### src/fheu_regs.vh
// register offsets, field positions, reset values and codes of the fault handling unit
`ifndef FHEU_REGS_VH
`define FHEU_REGS_VH

// ---------------------------------------------------------------
// register byte offsets
// ---------------------------------------------------------------
`define FHEU_OFS_COMBINED_STATUS 8'h00
`define FHEU_OFS_HARD_STATUS 8'h04
`define FHEU_OFS_PROTECT_ADDR 8'h08
`define FHEU_OFS_BUS_ADDR 8'h0C
`define FHEU_OFS_HANDLER_CTRL 8'h10
`define FHEU_OFS_HANDLER_PRIO 8'h14
`define FHEU_OFS_CORE_STATE 8'h18

// ---------------------------------------------------------------
// reset values
// ---------------------------------------------------------------
`define FHEU_RST_ZERO32 32'h00000000
`define FHEU_RST_CTRL 3'h0
`define FHEU_RST_PRIO 8'h00

// ---------------------------------------------------------------
// field positions
// ---------------------------------------------------------------
`define FHEU_BIT_PROT_ADDR_VALID 7
`define FHEU_BIT_BUS_ADDR_VALID 15
`define FHEU_BIT_VECTOR_READ 1
`define FHEU_BIT_ESCALATION 30
`define FHEU_BIT_EN_PROTECT 0
`define FHEU_BIT_EN_BUS 1
`define FHEU_BIT_EN_USAGE 2
`define FHEU_BIT_LOCKUP 0
`define FHEU_BIT_LOCK_FROM_NMI 1

// ---------------------------------------------------------------
// fault cause codes on i_fault_cause
// ---------------------------------------------------------------
`define FHEU_C_VECTOR 5'h00
`define FHEU_C_PROT_INSTR 5'h01
`define FHEU_C_PROT_DATA 5'h02
`define FHEU_C_PROT_STACK 5'h03
`define FHEU_C_PROT_UNSTACK 5'h04
`define FHEU_C_PROT_LAZY_FP 5'h05
`define FHEU_C_BUS_STACK 5'h06
`define FHEU_C_BUS_UNSTACK 5'h07
`define FHEU_C_BUS_PREFETCH 5'h08
`define FHEU_C_BUS_LAZY_FP 5'h09
`define FHEU_C_BUS_EXACT 5'h0A
`define FHEU_C_BUS_INEXACT 5'h0B
`define FHEU_C_USE_COPROC 5'h0C
`define FHEU_C_USE_UNDEF 5'h0D
`define FHEU_C_USE_BAD_STATE 5'h0E
`define FHEU_C_USE_BAD_RETURN 5'h0F
`define FHEU_C_USE_UNALIGNED 5'h10
`define FHEU_C_USE_ZERO_DIV 5'h11

// ---------------------------------------------------------------
// execution context and handler kinds
// ---------------------------------------------------------------
`define FHEU_K_THREAD 3'h0
`define FHEU_K_NMI 3'h1
`define FHEU_K_HARD 3'h2
`define FHEU_K_PROTECT 3'h3
`define FHEU_K_BUS 3'h4
`define FHEU_K_USAGE 3'h5
`define FHEU_K_OTHER 3'h6

// ---------------------------------------------------------------
// exception return code check
// ---------------------------------------------------------------
`define FHEU_RET_UPPER 27'h7FFFFFF
`define FHEU_RET_H_MSP 5'h11
`define FHEU_RET_T_MSP 5'h19
`define FHEU_RET_T_PSP 5'h1D
`define FHEU_RET_H_MSP_FP 5'h01
`define FHEU_RET_T_MSP_FP 5'h09
`define FHEU_RET_T_PSP_FP 5'h0D

`endif

### src/fheu_fault_unit.v
// fault classification, escalation, status capture and lockup of the core
//
// Summary of operation
// - bus errors and internal errors raise faults
// - no-execute fetch or protection trip faults
// - vector read error: hard fault, flag
// - escalation sets escalation flag
// - protection faults flag their access kind
// - no-execute fetch flags regardless of protection
// - bus errors flag their phase kind
// - usage faults flag each cause
// - bad isa or continuation return flags
// - programmable priority and per-handler enable
// - priority and masks decide entry
// - same-kind fault in handler escalates
// - not-higher fault in fault handler escalates
// - not-higher fault in any handler escalates
// - disabled handler fault escalates
// - bus fault entering bus handler stays
// - hard fault preempts all but nmi and hard
// - protect and bus faults except inexact capture address
// - hard fault in nmi or hard locks
// - lockup ends by reset, nmi, halt
// - lockup from nmi ignores further nmi
// - invalid return code raises usage fault
`timescale 1ns/1ns
`include "fheu_regs.vh"
module fheu_fault_unit (
  input wire i_ref_clk,
  input wire i_reset,
  // ahb-lite register port
  input wire i_hsel,
  input wire [31:0] i_haddr,
  input wire [1:0] i_htrans,
  input wire i_hwrite,
  input wire [2:0] i_hsize,
  input wire [31:0] i_hwdata,
  input wire i_hready,
  output wire o_hreadyout,
  output wire o_hresp,
  output reg [31:0] o_hrdata,
  // fault reports from pipeline, protection check and bus
  input wire i_fault_valid,
  input wire [4:0] i_fault_cause,
  input wire [31:0] i_fault_addr,
  input wire i_bus_handler_entry,
  // internally detected pipeline conditions
  input wire i_ret_check,
  input wire [31:0] i_ret_value,
  input wire i_handler_mode,
  input wire i_bad_isa,
  input wire i_ici_bad_return,
  // current execution context and masks
  input wire [2:0] i_cur_kind,
  input wire [7:0] i_cur_prio,
  input wire i_primask,
  input wire i_faultmask,
  input wire [7:0] i_basepri,
  // lockup release sources
  input wire i_nmi,
  input wire i_debug_halt,
  // handler dispatch and lockup
  output reg o_take_valid,
  output reg [2:0] o_take_handler,
  output reg o_lockup
);

  // ----------
  // helper functions
  // ----------
  // return code legality
  function ret_code_ok;
    input [31:0] val;
    begin
      ret_code_ok = (val[31:5] == `FHEU_RET_UPPER) &&
        ((val[4:0] == `FHEU_RET_H_MSP) || (val[4:0] == `FHEU_RET_T_MSP) ||
         (val[4:0] == `FHEU_RET_T_PSP) || (val[4:0] == `FHEU_RET_H_MSP_FP) ||
         (val[4:0] == `FHEU_RET_T_MSP_FP) || (val[4:0] == `FHEU_RET_T_PSP_FP));
    end
  endfunction

  // handler kind that a cause belongs to
  function [2:0] cause_kind;
    input [4:0] c;
    begin
      if (c == `FHEU_C_VECTOR) begin
        cause_kind = `FHEU_K_HARD;
      end else if (c <= `FHEU_C_PROT_LAZY_FP) begin
        cause_kind = `FHEU_K_PROTECT;
      end else if (c <= `FHEU_C_BUS_INEXACT) begin
        cause_kind = `FHEU_K_BUS;
      end else begin
        cause_kind = `FHEU_K_USAGE;
      end
    end
  endfunction

  // one-hot flag in combined status for a cause
  function [31:0] cause_flag;
    input [4:0] c;
    begin
      cause_flag = 32'h00000000;
      if ((c >= `FHEU_C_PROT_INSTR) && (c <= `FHEU_C_PROT_LAZY_FP)) begin
        cause_flag[c - `FHEU_C_PROT_INSTR] = 1'b1;
      end else if ((c >= `FHEU_C_BUS_STACK) && (c <= `FHEU_C_BUS_INEXACT)) begin
        cause_flag[c - `FHEU_C_BUS_STACK + 5'h08] = 1'b1;
      end else if ((c >= `FHEU_C_USE_COPROC) && (c <= `FHEU_C_USE_ZERO_DIV)) begin
        cause_flag[c - `FHEU_C_USE_COPROC + 5'h10] = 1'b1;
      end
    end
  endfunction

  // ----------
  // declarations
  // ----------
  wire wr_en;
  wire rd_en;
  wire [7:0] dp_addr;
  wire esc_raw;

  reg [31:0] combined_fault_status_r;
  reg [31:0] combined_fault_status_nxt;
  reg [31:0] hard_fault_status_r;
  reg [31:0] hard_fault_status_nxt;
  reg [31:0] protect_fault_address_r;
  reg [31:0] bus_fault_address_r;
  reg [2:0] handler_enable_r;
  reg [7:0] prio_protect_r;
  reg [7:0] prio_bus_r;
  reg [7:0] prio_usage_r;
  reg lock_from_nmi_r;

  reg ret_bad;
  reg state_bad;
  reg ev_valid;
  reg [4:0] ev_cause;
  reg [2:0] ev_kind;
  reg ev_enabled;
  reg [7:0] ev_prio;
  reg escalate;
  reg [2:0] target;
  reg to_lock;
  reg [31:0] cfs_clr;
  reg [31:0] hfs_clr;
  reg [31:0] cfs_set;
  reg prot_capture;
  reg bus_capture;

  // ----------
  // register bus and escalation submodules
  // ----------
  fheu_ahb_slave u_ahb (
    .i_ref_clk(i_ref_clk),
    .i_reset(i_reset),
    .i_hsel(i_hsel),
    .i_haddr(i_haddr),
    .i_htrans(i_htrans),
    .i_hwrite(i_hwrite),
    .i_hsize(i_hsize),
    .i_hready(i_hready),
    .o_hreadyout(o_hreadyout),
    .o_hresp(o_hresp),
    .o_wr_en(wr_en),
    .o_rd_en(rd_en),
    .o_dp_addr(dp_addr)
  );

  fheu_escalate u_esc (
    .i_kind(ev_kind),
    .i_enabled(ev_enabled),
    .i_prio(ev_prio),
    .i_cur_kind(i_cur_kind),
    .i_cur_prio(i_cur_prio),
    .i_primask(i_primask),
    .i_faultmask(i_faultmask),
    .i_basepri(i_basepri),
    .i_bus_handler_entry(i_bus_handler_entry),
    .o_escalate(esc_raw)
  );

  // ----------
  // event selection and classification
  // ----------
  // external reports win; internal checks are only seen in a free cycle
  always @* begin
    ret_bad = i_ret_check & i_handler_mode & ~ret_code_ok(i_ret_value);
    state_bad = i_bad_isa | i_ici_bad_return;
    ev_valid = ~o_lockup & (i_fault_valid | ret_bad | state_bad);
    if (i_fault_valid) begin
      ev_cause = i_fault_cause;
    end else if (ret_bad) begin
      ev_cause = `FHEU_C_USE_BAD_RETURN;
    end else begin
      ev_cause = `FHEU_C_USE_BAD_STATE;
    end
    ev_kind = cause_kind(ev_cause);
    case (ev_kind)
      `FHEU_K_PROTECT: begin
        ev_enabled = handler_enable_r[`FHEU_BIT_EN_PROTECT];
        ev_prio = prio_protect_r;
      end
      `FHEU_K_BUS: begin
        ev_enabled = handler_enable_r[`FHEU_BIT_EN_BUS];
        ev_prio = prio_bus_r;
      end
      `FHEU_K_USAGE: begin
        ev_enabled = handler_enable_r[`FHEU_BIT_EN_USAGE];
        ev_prio = prio_usage_r;
      end
      default: begin
        ev_enabled = 1'b1;
        ev_prio = 8'h00;
      end
    endcase
  end

  // ----------
  // handler target and lockup decision
  // ----------
  always @* begin
    escalate = esc_raw & (ev_kind != `FHEU_K_HARD);
    // vector error goes to hard fault
    if ((ev_kind == `FHEU_K_HARD) || escalate) begin
      target = `FHEU_K_HARD;
    end else begin
      target = ev_kind;
    end
    // hard fault beats all but nmi/hard
    // hard fault inside nmi or hard locks
    to_lock = ev_valid & (target == `FHEU_K_HARD) &
      ((i_cur_kind == `FHEU_K_NMI) || (i_cur_kind == `FHEU_K_HARD));
  end

  // ----------
  // status set and clear terms
  // ----------
  always @* begin
    cfs_clr = 32'h00000000;
    hfs_clr = 32'h00000000;
    if (wr_en && (dp_addr == `FHEU_OFS_COMBINED_STATUS)) begin
      cfs_clr = i_hwdata;
    end
    if (wr_en && (dp_addr == `FHEU_OFS_HARD_STATUS)) begin
      hfs_clr = i_hwdata;
    end
    cfs_set = ev_valid ? cause_flag(ev_cause) : 32'h00000000;
    // capture only while no address is held, or when its valid bit is cleared in the same cycle
    prot_capture = ev_valid & (ev_kind == `FHEU_K_PROTECT) &
      (~combined_fault_status_r[`FHEU_BIT_PROT_ADDR_VALID] |
       cfs_clr[`FHEU_BIT_PROT_ADDR_VALID]);
    bus_capture = ev_valid & (ev_kind == `FHEU_K_BUS) &
      (ev_cause != `FHEU_C_BUS_INEXACT) &
      (~combined_fault_status_r[`FHEU_BIT_BUS_ADDR_VALID] |
       cfs_clr[`FHEU_BIT_BUS_ADDR_VALID]);
    cfs_set[`FHEU_BIT_PROT_ADDR_VALID] = prot_capture;
    cfs_set[`FHEU_BIT_BUS_ADDR_VALID] = bus_capture;
    combined_fault_status_nxt = (combined_fault_status_r & ~cfs_clr) | cfs_set;
    hard_fault_status_nxt = hard_fault_status_r & ~hfs_clr;
    if (ev_valid && (ev_cause == `FHEU_C_VECTOR)) begin
      hard_fault_status_nxt[`FHEU_BIT_VECTOR_READ] = 1'b1;
    end
    if (ev_valid && escalate) begin
      hard_fault_status_nxt[`FHEU_BIT_ESCALATION] = 1'b1;
    end
  end

  // ----------
  // status and address registers
  // ----------
  always @(posedge i_ref_clk or posedge i_reset) begin
    if (i_reset) begin
      combined_fault_status_r <= `FHEU_RST_ZERO32;
      hard_fault_status_r <= `FHEU_RST_ZERO32;
      protect_fault_address_r <= `FHEU_RST_ZERO32;
      bus_fault_address_r <= `FHEU_RST_ZERO32;
    end else begin
      combined_fault_status_r <= combined_fault_status_nxt;
      hard_fault_status_r <= hard_fault_status_nxt;
      if (prot_capture) begin
        protect_fault_address_r <= i_fault_addr;
      end
      if (bus_capture) begin
        bus_fault_address_r <= i_fault_addr;
      end
    end
  end

  // ----------
  // software control registers
  // ----------
  // enables and priorities written by software
  always @(posedge i_ref_clk or posedge i_reset) begin
    if (i_reset) begin
      handler_enable_r <= `FHEU_RST_CTRL;
      prio_protect_r <= `FHEU_RST_PRIO;
      prio_bus_r <= `FHEU_RST_PRIO;
      prio_usage_r <= `FHEU_RST_PRIO;
    end else if (wr_en) begin
      if (dp_addr == `FHEU_OFS_HANDLER_CTRL) begin
        handler_enable_r <= i_hwdata[2:0];
      end
      if (dp_addr == `FHEU_OFS_HANDLER_PRIO) begin
        prio_protect_r <= i_hwdata[7:0];
        prio_bus_r <= i_hwdata[15:8];
        prio_usage_r <= i_hwdata[23:16];
      end
    end
  end

  // ----------
  // handler dispatch and lockup state
  // ----------
  // no instructions run while locked, so new faults are dropped then
  always @(posedge i_ref_clk or posedge i_reset) begin
    if (i_reset) begin
      o_take_valid <= 1'b0;
      o_take_handler <= `FHEU_K_THREAD;
      o_lockup <= 1'b0;
      lock_from_nmi_r <= 1'b0;
    end else begin
      o_take_valid <= ev_valid & ~to_lock;
      if (ev_valid && !to_lock) begin
        o_take_handler <= target;
      end
      if (o_lockup) begin
        if (i_debug_halt || (i_nmi && !lock_from_nmi_r)) begin
          o_lockup <= 1'b0;
          lock_from_nmi_r <= 1'b0;
        end
      end else if (to_lock) begin
        o_lockup <= 1'b1;
        lock_from_nmi_r <= (i_cur_kind == `FHEU_K_NMI);
      end
    end
  end

  // ----------
  // register read data
  // ----------
  // unmapped offsets read zero and still answer okay
  always @* begin
    o_hrdata = 32'h00000000;
    if (rd_en) begin
      case (dp_addr)
        `FHEU_OFS_COMBINED_STATUS: o_hrdata = combined_fault_status_r;
        `FHEU_OFS_HARD_STATUS: o_hrdata = hard_fault_status_r;
        `FHEU_OFS_PROTECT_ADDR: o_hrdata = protect_fault_address_r;
        `FHEU_OFS_BUS_ADDR: o_hrdata = bus_fault_address_r;
        `FHEU_OFS_HANDLER_CTRL: o_hrdata = {29'h00000000, handler_enable_r};
        `FHEU_OFS_HANDLER_PRIO: o_hrdata = {8'h00, prio_usage_r, prio_bus_r, prio_protect_r};
        `FHEU_OFS_CORE_STATE: o_hrdata = {30'h00000000, lock_from_nmi_r, o_lockup};
        default: o_hrdata = 32'h00000000;
      endcase
    end
  end

endmodule

### src/fheu_ahb_slave.v
// ahb-lite address and data phase tracking for the fault unit registers
`timescale 1ns/1ns
module fheu_ahb_slave (
  input wire i_ref_clk,
  input wire i_reset,
  input wire i_hsel,
  input wire [31:0] i_haddr,
  input wire [1:0] i_htrans,
  input wire i_hwrite,
  input wire [2:0] i_hsize,
  input wire i_hready,
  output wire o_hreadyout,
  output wire o_hresp,
  output wire o_wr_en,
  output wire o_rd_en,
  output wire [7:0] o_dp_addr
);

  reg dp_valid_r;
  reg dp_write_r;
  reg [7:0] dp_addr_r;

  // ---------------------------------------------------------------
  // address phase capture
  // ---------------------------------------------------------------
  // only whole-word nonseq/seq transfers are taken, others idle the data phase
  always @(posedge i_ref_clk or posedge i_reset) begin
    if (i_reset) begin
      dp_valid_r <= 1'b0;
      dp_write_r <= 1'b0;
      dp_addr_r <= 8'h00;
    end else if (i_hready) begin
      dp_valid_r <= i_hsel & i_htrans[1] & (i_hsize == 3'h2);
      dp_write_r <= i_hwrite;
      dp_addr_r <= {i_haddr[7:2], 2'h0};
    end
  end

  // zero wait states, always okay
  assign o_hreadyout = 1'b1;
  assign o_hresp = 1'b0;
  assign o_wr_en = dp_valid_r & dp_write_r;
  assign o_rd_en = dp_valid_r & ~dp_write_r;
  assign o_dp_addr = dp_addr_r;

endmodule

### src/fheu_escalate.v
// decides whether a configurable fault is escalated to hard fault
`timescale 1ns/1ns
`include "fheu_regs.vh"
module fheu_escalate (
  input wire [2:0] i_kind,
  input wire i_enabled,
  input wire [7:0] i_prio,
  input wire [2:0] i_cur_kind,
  input wire [7:0] i_cur_prio,
  input wire i_primask,
  input wire i_faultmask,
  input wire [7:0] i_basepri,
  input wire i_bus_handler_entry,
  output reg o_escalate
);

  reg in_handler;
  reg masked;

  // ---------------------------------------------------------------
  // escalation decision
  // ---------------------------------------------------------------
  // a synchronous fault cannot wait, so anything stopping entry escalates, except a bus fault raised on bus handler entry
  always @* begin
    in_handler = (i_cur_kind != `FHEU_K_THREAD);
    masked = i_primask | i_faultmask | ((i_basepri != 8'h00) & (i_prio >= i_basepri));
    o_escalate = masked;
    if (!i_enabled) begin
      o_escalate = 1'b1;
    end
    if (in_handler && (i_cur_kind == i_kind)) begin
      o_escalate = 1'b1;
    end
    if (in_handler && (i_prio >= i_cur_prio)) begin
      o_escalate = 1'b1;
    end
    if (i_bus_handler_entry && (i_kind == `FHEU_K_BUS)) begin
      o_escalate = 1'b0;
    end
  end

endmodule

### config.mk
export PLATFORM = sky130hd
export DESIGN_NAME = fheu_fault_unit
export DESIGN_NICKNAME = d
export VERILOG_FILES = /design/src/fheu_fault_unit.v /design/src/fheu_ahb_slave.v /design/src/fheu_escalate.v
export VERILOG_INCLUDE_DIRS = /design/src
export SDC_FILE = /design/constraint.sdc
export NUM_CORES = 1
export LEC_CHECK = 0
export BUFFER_PORTS_ARGS = -buffer_cell sky130_fd_sc_hd__clkbuf_2
export CORE_MARGIN = 3
export CORE_UTILIZATION = 40
export CTS_CLUSTER_DIAMETER = 60
export DETAILED_ROUTE_END_ITERATION = 10
export PLACE_DENSITY = 0.7
export SYNTH_ARGS = -nofsm -noshare
export SYNTH_HDL_FRONTEND = slang
export SYNTH_SLANG_ARGS = --single-unit
### constraint.sdc
create_clock -name i_ref_clk -period 12.2 [get_ports i_ref_clk]
set_input_delay 2.44 -clock i_ref_clk [delete_from_list [all_inputs] [get_ports i_ref_clk]]
set_output_delay 2.44 -clock i_ref_clk [all_outputs]
set_load 0.01 [all_outputs]
# Word-level counts from Yosys, hierarchy flattened
# Cells that the tools add are included.
[op_classes]
add_sub_neg = 5
magnitude_cmp = 14
eq_ne = 25
n_mux = 34
bitwise_logic = 35
n_reduce_logical = 34
[op_table]
columns = ["cell", "n"]
rows = [
  ["32-bit 2-to-1 mux", 7],
  ["32-bit one-hot mux with 7 select lines", 1],
  ["32-bit bitwise AND", 2],
  ["32-bit inverter", 2],
  ["32-bit OR", 1],
  ["27-bit == test, second input constant", 1],
  ["8-bit one-hot mux with 3 select lines", 1],
  ["5-bit by 1-bit greater-or-equal comparator with 1-bit output, second input constant", 4],
  ["6-bit by 3-bit == test with 1-bit output, second input constant", 3],
  ["5-bit by 6-bit < comparator with 1-bit output, second input constant", 3],
  ["1-bit bitwise AND", 17],
  ["1-bit 2-to-1 mux", 17],
  ["8-bit greater-or-equal comparator", 2],
  ["1-bit logical AND", 16],
  ["1-bit demux with 5-bit select", 3],
  ["3-bit by 2-bit == test with 1-bit output, second input constant", 5],
  ["5-bit == test, second input constant", 3],
  ["6-bit by 2-bit == test with 1-bit output, second input constant", 2],
  ["5-bit by 4-bit == test with 1-bit output, second input constant", 2],
  ["3-bit 2-to-1 mux", 3],
  ["8-bit logical NOT", 1],
  ["1-bit logical OR", 8],
  ["8-bit nonzero test", 1],
  ["1-bit OR", 7],
  ["other kinds (26)", 35],
]
[word_totals]
reg_bits = 169
input_bits = 172
output_inout_bits = 39
wordCells = 162

# Depth between registers and ports, before layout
[logic_depth]
depth_word = 32
mapped_depth = 22

# By module
# From an unflattened synthesis, not the netlist that was laid out.
[unflattened]
hier_cells = 917
hier_area_um2 = 9805.7
[by_module_without_submodules]
columns = ["mod", "instances", "cells_per_inst", "area_each_um2", "seq_area_each_um2"]
rows = [
  ["fheu_fault_unit", 1, 823, 8953.6, 4028.9],
  ["fheu_escalate", 1, 65, 480.5, 0.0],
  ["fheu_ahb_slave", 1, 29, 371.6, 200.2],
]

# Least setup slack after synthesis
# No wires, ideal clock.
[synth_timing]
path_type = "input port to flip-flop"
startpoint = "input i_fault_valid"
endpoint = "register o_take_handler[1]"
setup_time_ps = 119
t_arrival_ps = 6257
required_ps = 12081
path_slack_ps = 5825
path_stages = 20
n_path_buf = 3
path_cell_list = "buf_2 > buf_1 > nand2_1 > inv_1 > ha_1 > a31oi_1 > a211o_1 > nand2_1 > buf_2 > mux2i_1 > a211oi_1 > ha_1 > a21o_1 > a221o_1 > nor3_1 > a31oi_1 > nand3_1 > o2111ai_2 > a211o_1 > o21a_1"
[synth_between]
elab_chain_len = 22
elab_cells_between_ends = 37
[synth_lines]
columns = ["item", "line", "source"]
rows = [
  ["start: declaration", "fheu_fault_unit.v:43", "input wire i_fault_valid,"],
  ["5-bit 2-to-1 mux", "fheu_fault_unit.v:189", "if (i_fault_valid) begin"],
  ["5-bit by 4-bit <= comparator with 1-bit output (no source line)", "-", ""],
  ["1-bit 2-to-1 mux", "fheu_fault_unit.v:90", "end else if (c <= `FHEU_C_BUS_INEXACT) begin"],
  ["3-bit 2-to-1 mux", "fheu_fault_unit.v:88", "end else if (c <= `FHEU_C_PROT_LAZY_FP) begin"],
  ["3-bit 2-to-1 mux", "fheu_fault_unit.v:86", "if (c == `FHEU_C_VECTOR) begin"],
  ["3-bit == test or 3-bit by 2-bit == test with 1-bit output (tied branches)", "fheu_fault_unit.v:197", "case (ev_kind)"],
  ["8-bit one-hot mux with 3 select lines", "fheu_fault_unit.v:197", ""],
  ["8-bit greater-or-equal comparator", "fheu_escalate.v:26", "masked = i_primask | i_faultmask | ((i_basepri != 8'h00) & (i_prio >= i_basepri));"],
  ["[5 not listed]", "-", ""],
  ["1-bit 2-to-1 mux", "fheu_escalate.v:37", "if (i_bus_handler_entry && (i_kind == `FHEU_K_BUS)) begin"],
  ["1-bit bitwise AND", "fheu_fault_unit.v:221", "escalate = esc_raw & (ev_kind != `FHEU_K_HARD);"],
  ["1-bit logical OR", "fheu_fault_unit.v:223", "if ((ev_kind == `FHEU_K_HARD) || escalate) begin"],
  ["3-bit 2-to-1 mux", "fheu_fault_unit.v:223", ""],
  ["3-bit by 2-bit == test with 1-bit output (no source line)", "-", ""],
  ["1-bit bitwise AND (2 in a row)", "fheu_fault_unit.v:230", "to_lock = ev_valid & (target == `FHEU_K_HARD) &"],
  ["1-bit logical NOT", "fheu_fault_unit.v:322", "if (ev_valid && !to_lock) begin"],
  ["1-bit logical AND", "fheu_fault_unit.v:322", ""],
  ["end signal: assignment", "fheu_fault_unit.v:317", "o_take_handler <= `FHEU_K_THREAD;"],
  ["end signal: assignment", "fheu_fault_unit.v:323", "o_take_handler <= target;"],
  ["end: declaration", "fheu_fault_unit.v:64", "output reg [2:0] o_take_handler,"],
]
# Parallel ways exist; a longest one is shown, timed or not.
# A chain may end at the register's enable or synchronous reset.

# Final worst setup path
# Same ends and word-level chain as after synthesis.

==> results.md <==
- Starting density of the core: 40.8%
- Hold violation count in the final report: 0
- DRT Pass-1 Iters: 5
- Peak supply drop: 0.000123 V
- Asr flop ratio synth: 100%
- Synth Cell Area: around 9600 um^2
- Clock tree sinks: 169
- Worst R2R Start: u_ahb.o_dp_addr[4]
- RSZ-0062 raised after global routing: no
- Placed Instance Area: approximately 11000 um^2
- 1st-iter DRT viols: 642
- Tmin final: 7270 ps
- Synth Net Count: between 1k and 1.5k
- Worst setup SP type: primary input
- Hold Crit Depth: 1
- Status: finished, final reports clean
- Nets@finish: 1299
- WHS: approximately 490 ps
- DR vias: 8209
- Antenna Violating Nets Remaining: 0
- P_leak: 5.21 nW
- I/O pins: 211
- Nature of the critical path endpoint: register
- Num CTS Buffers: 17
- Worst Hold End: protect_fault_address_r[21]
- First-pass GRT wire length: 46500 um
- Slew at the pin with the worst max-slew slack: ~1300 ps
- Initial antenna violation count: 0
- Global placer's final weighted congestion: 0.951
- Top FF cell, synth: dfrtp_1
- Number of synthesized register bits: 169
- CTS Hold Buffers Added: 0
- Worst r2r dst: bus_fault_address_r[23]
- Worst-path clk slew: 70 ps
- Hold_sp: protect_fault_address_r[21]
- Hold Path Class: register to register
- Number of global-route vias before repair: 8207
- DIE AREA: 25900 um^2
- Row Count: 56
- CP Class: primary input to register
- Max_slew headroom: 16.4%
- CTS root buf: clkbuf_16
- Share of cells above drive strength 1: 30.5%
- Via density: 5.73
- FF-to-FF setup slack: 8230 ps
- Critical Path RT: 12520 ps
- GR Overflow Total: 0
- Power Total: about 1.7 mW
- # fillers: 2272
- Distinct cells, synth: 79
- N_diodes: 0
- Max-Cap Viols: 0
- IO buf count: 180
- Final clock skew: 10.7 ps
- Footprint of the multi-input gates: about 5000 um^2
- Pwr dens: 146 nW/um^2
- CTS tree: done
- CP Max Fanout: 24
- Top Usage Layer GRT: met2
- Die W: 161 um
- Pin count of the biggest net entering global routing: 94
- Seq. cell area: around 4200 um^2
- Final Util: around half
- Most frequent cells in the layout: clkbuf_2 (180), dfrtp_1 (168), nand2_1 (139)
- GRT met3 Usage: between 3 and 4%
- Final WL: 29900 um
- Clock Latency Late Sink: between 400 and 500 ps
- WL per Instance: 20.9 um
- Syn Area/Cell: 10.1 um^2
- Max Clock Freq: 0.138 GHz
- Area growth from synthesis to layout: 18.6%
- Fin Setup TNS: 0 ps
- Post-route cell area: 11400 um^2
- Met1 Resource Use GR: a little under a third
- EDFF count, synth: 0
- Core area: 23500 um^2
- # DRC: 0
- Longest Clk Path Bufs: 2
- Worst path arrival time: roughly 7600 ps
- Post-DP HPWL: approximately 22000 um
- GRT Total Usage: between 20% and 30%
- Yosys warns: 0
- R2r worst-path depth: 10
- M2 GR Usage: 38.6%
- Post-cts sizing count: 0
- Post-synthesis sequential area ratio: 44.1%
- Pins Over Slew Limit: 0
- Height of the die: 161 um
- Syn Inst Count: 948
- H-tree lvl count: 4
- Postcts setup bufs: 0
- Commonest non-fill, non-tap cell in the layout: clkbuf_2
- Final setup violation count: 0
- Final period util: around three fifths
## kinds of logic after synthesis
logic type                 Yosys count  share of synthesized area, %
AOI/OAI and AO/OA                  234                          17.5
xor gates and xnor gates             7                         0.639
adders and majority gates           24                          3.13
buffers and inverters               88                          3.69
DFF                                169                          44.1
muxes                              141                          17.0
other                                2                        0.0782
and+or+nand+nor                    283                          13.9
## registers in the layout, summed over array words and instances (netlist names), 3 cells and up
| register | count |
|---|---|
| bus_fault_address_r | 32 |
| combined_fault_status_r | 32 |
| handler_enable_r | 3 |
| hard_fault_status_r | 32 |
| o_take_handler | 3 |
| prio_bus_r | 8 |
| prio_protect_r | 8 |
| prio_usage_r | 8 |
| protect_fault_address_r | 32 |
| u_ahb.o_dp_addr | 6 |
## layout make-up
cell class | instances | area share (%)
flip-flops and latches | 169 | 37.1
clock buffers | 23 | 4.11
clock inverters | 7 | 1.26
inverters | 32 | 1.10
multi-input cells | 691 | 44.2
repair buffers | 192 | 8.70
well taps | 319 | 3.51
## through the flow
step	instances	setup WS (ps)
2_1_floorplan	948	5180
5_1_grt	1433	4660
3_3_place_gp	1403	4750
3_5_place_dp	1403	4660
4_1_cts	1433	5090
6_report	1433	4930
## synthesized netlist by cell type (24+ instances only)
master	n	area share (%)
dfrtp_1	169	44
a22oi_1	30	2.3
o21ai_0	45	2.3
mux2i_1	34	3.5
inv_1	32	1.3
nand2_1	139	5.4
a21oi_1	36	1.9
ha_1	24	3.1
nor2_1	43	1.7
clkbuf_1	37	1.4
mux2_2	95	11
a21boi_0	31	2.4
## power breakdown
| part | leakage, nW | total (mW) | switching, mW | internal (mW) |
|---|---|---|---|---|
| registers | 2.16 | 0.767 | 0.0782 | 0.689 |
| clock network | 0.290 | 0.570 | 0.218 | 0.352 |
| logic | 2.76 | 0.327 | 0.157 | 0.169 |
## worst max-delay path: stages
cell and delay (ps):
clkbuf_2 370, nand2_1 290, inv_1 240, ha_1 250, a31oi_1 140, a211o_1 360
nand2_1 540, mux2i_1 250, a211oi_1 630, ha_1 370, nand4_1 120, a21oi_1 50
a211oi_1 270, o21ai_0 130, nor3_1 340, o2111ai_2 270, a211o_1 380, o21a_1 110
## layer usage
layer,part of all wire (%),vias up
met2,49,313
met5,0,-
met4,2.4,0
met3,6.1,51
li1,-,3781
met1,43,4064
## worst max-delay path by stage
| stage | startpoint | slack [ps] | endpoint |
|---|---|---|---|
| 4_1_cts | i_fault_valid | 5090 | o_take_handler[1] |
| 6_report | i_fault_valid | 4930 | o_take_handler[1] |
| 2_1_floorplan | i_reset | 5180 | bus_fault_address_r[0] |
| 5_1_grt | i_fault_valid | 4660 | lock_from_nmi_r |
| 3_5_place_dp | i_fault_valid | 4660 | o_take_handler[1] |
| 3_3_place_gp | i_fault_valid | 4750 | o_take_handler[1] |
Power figures use the tool's default switching activity.
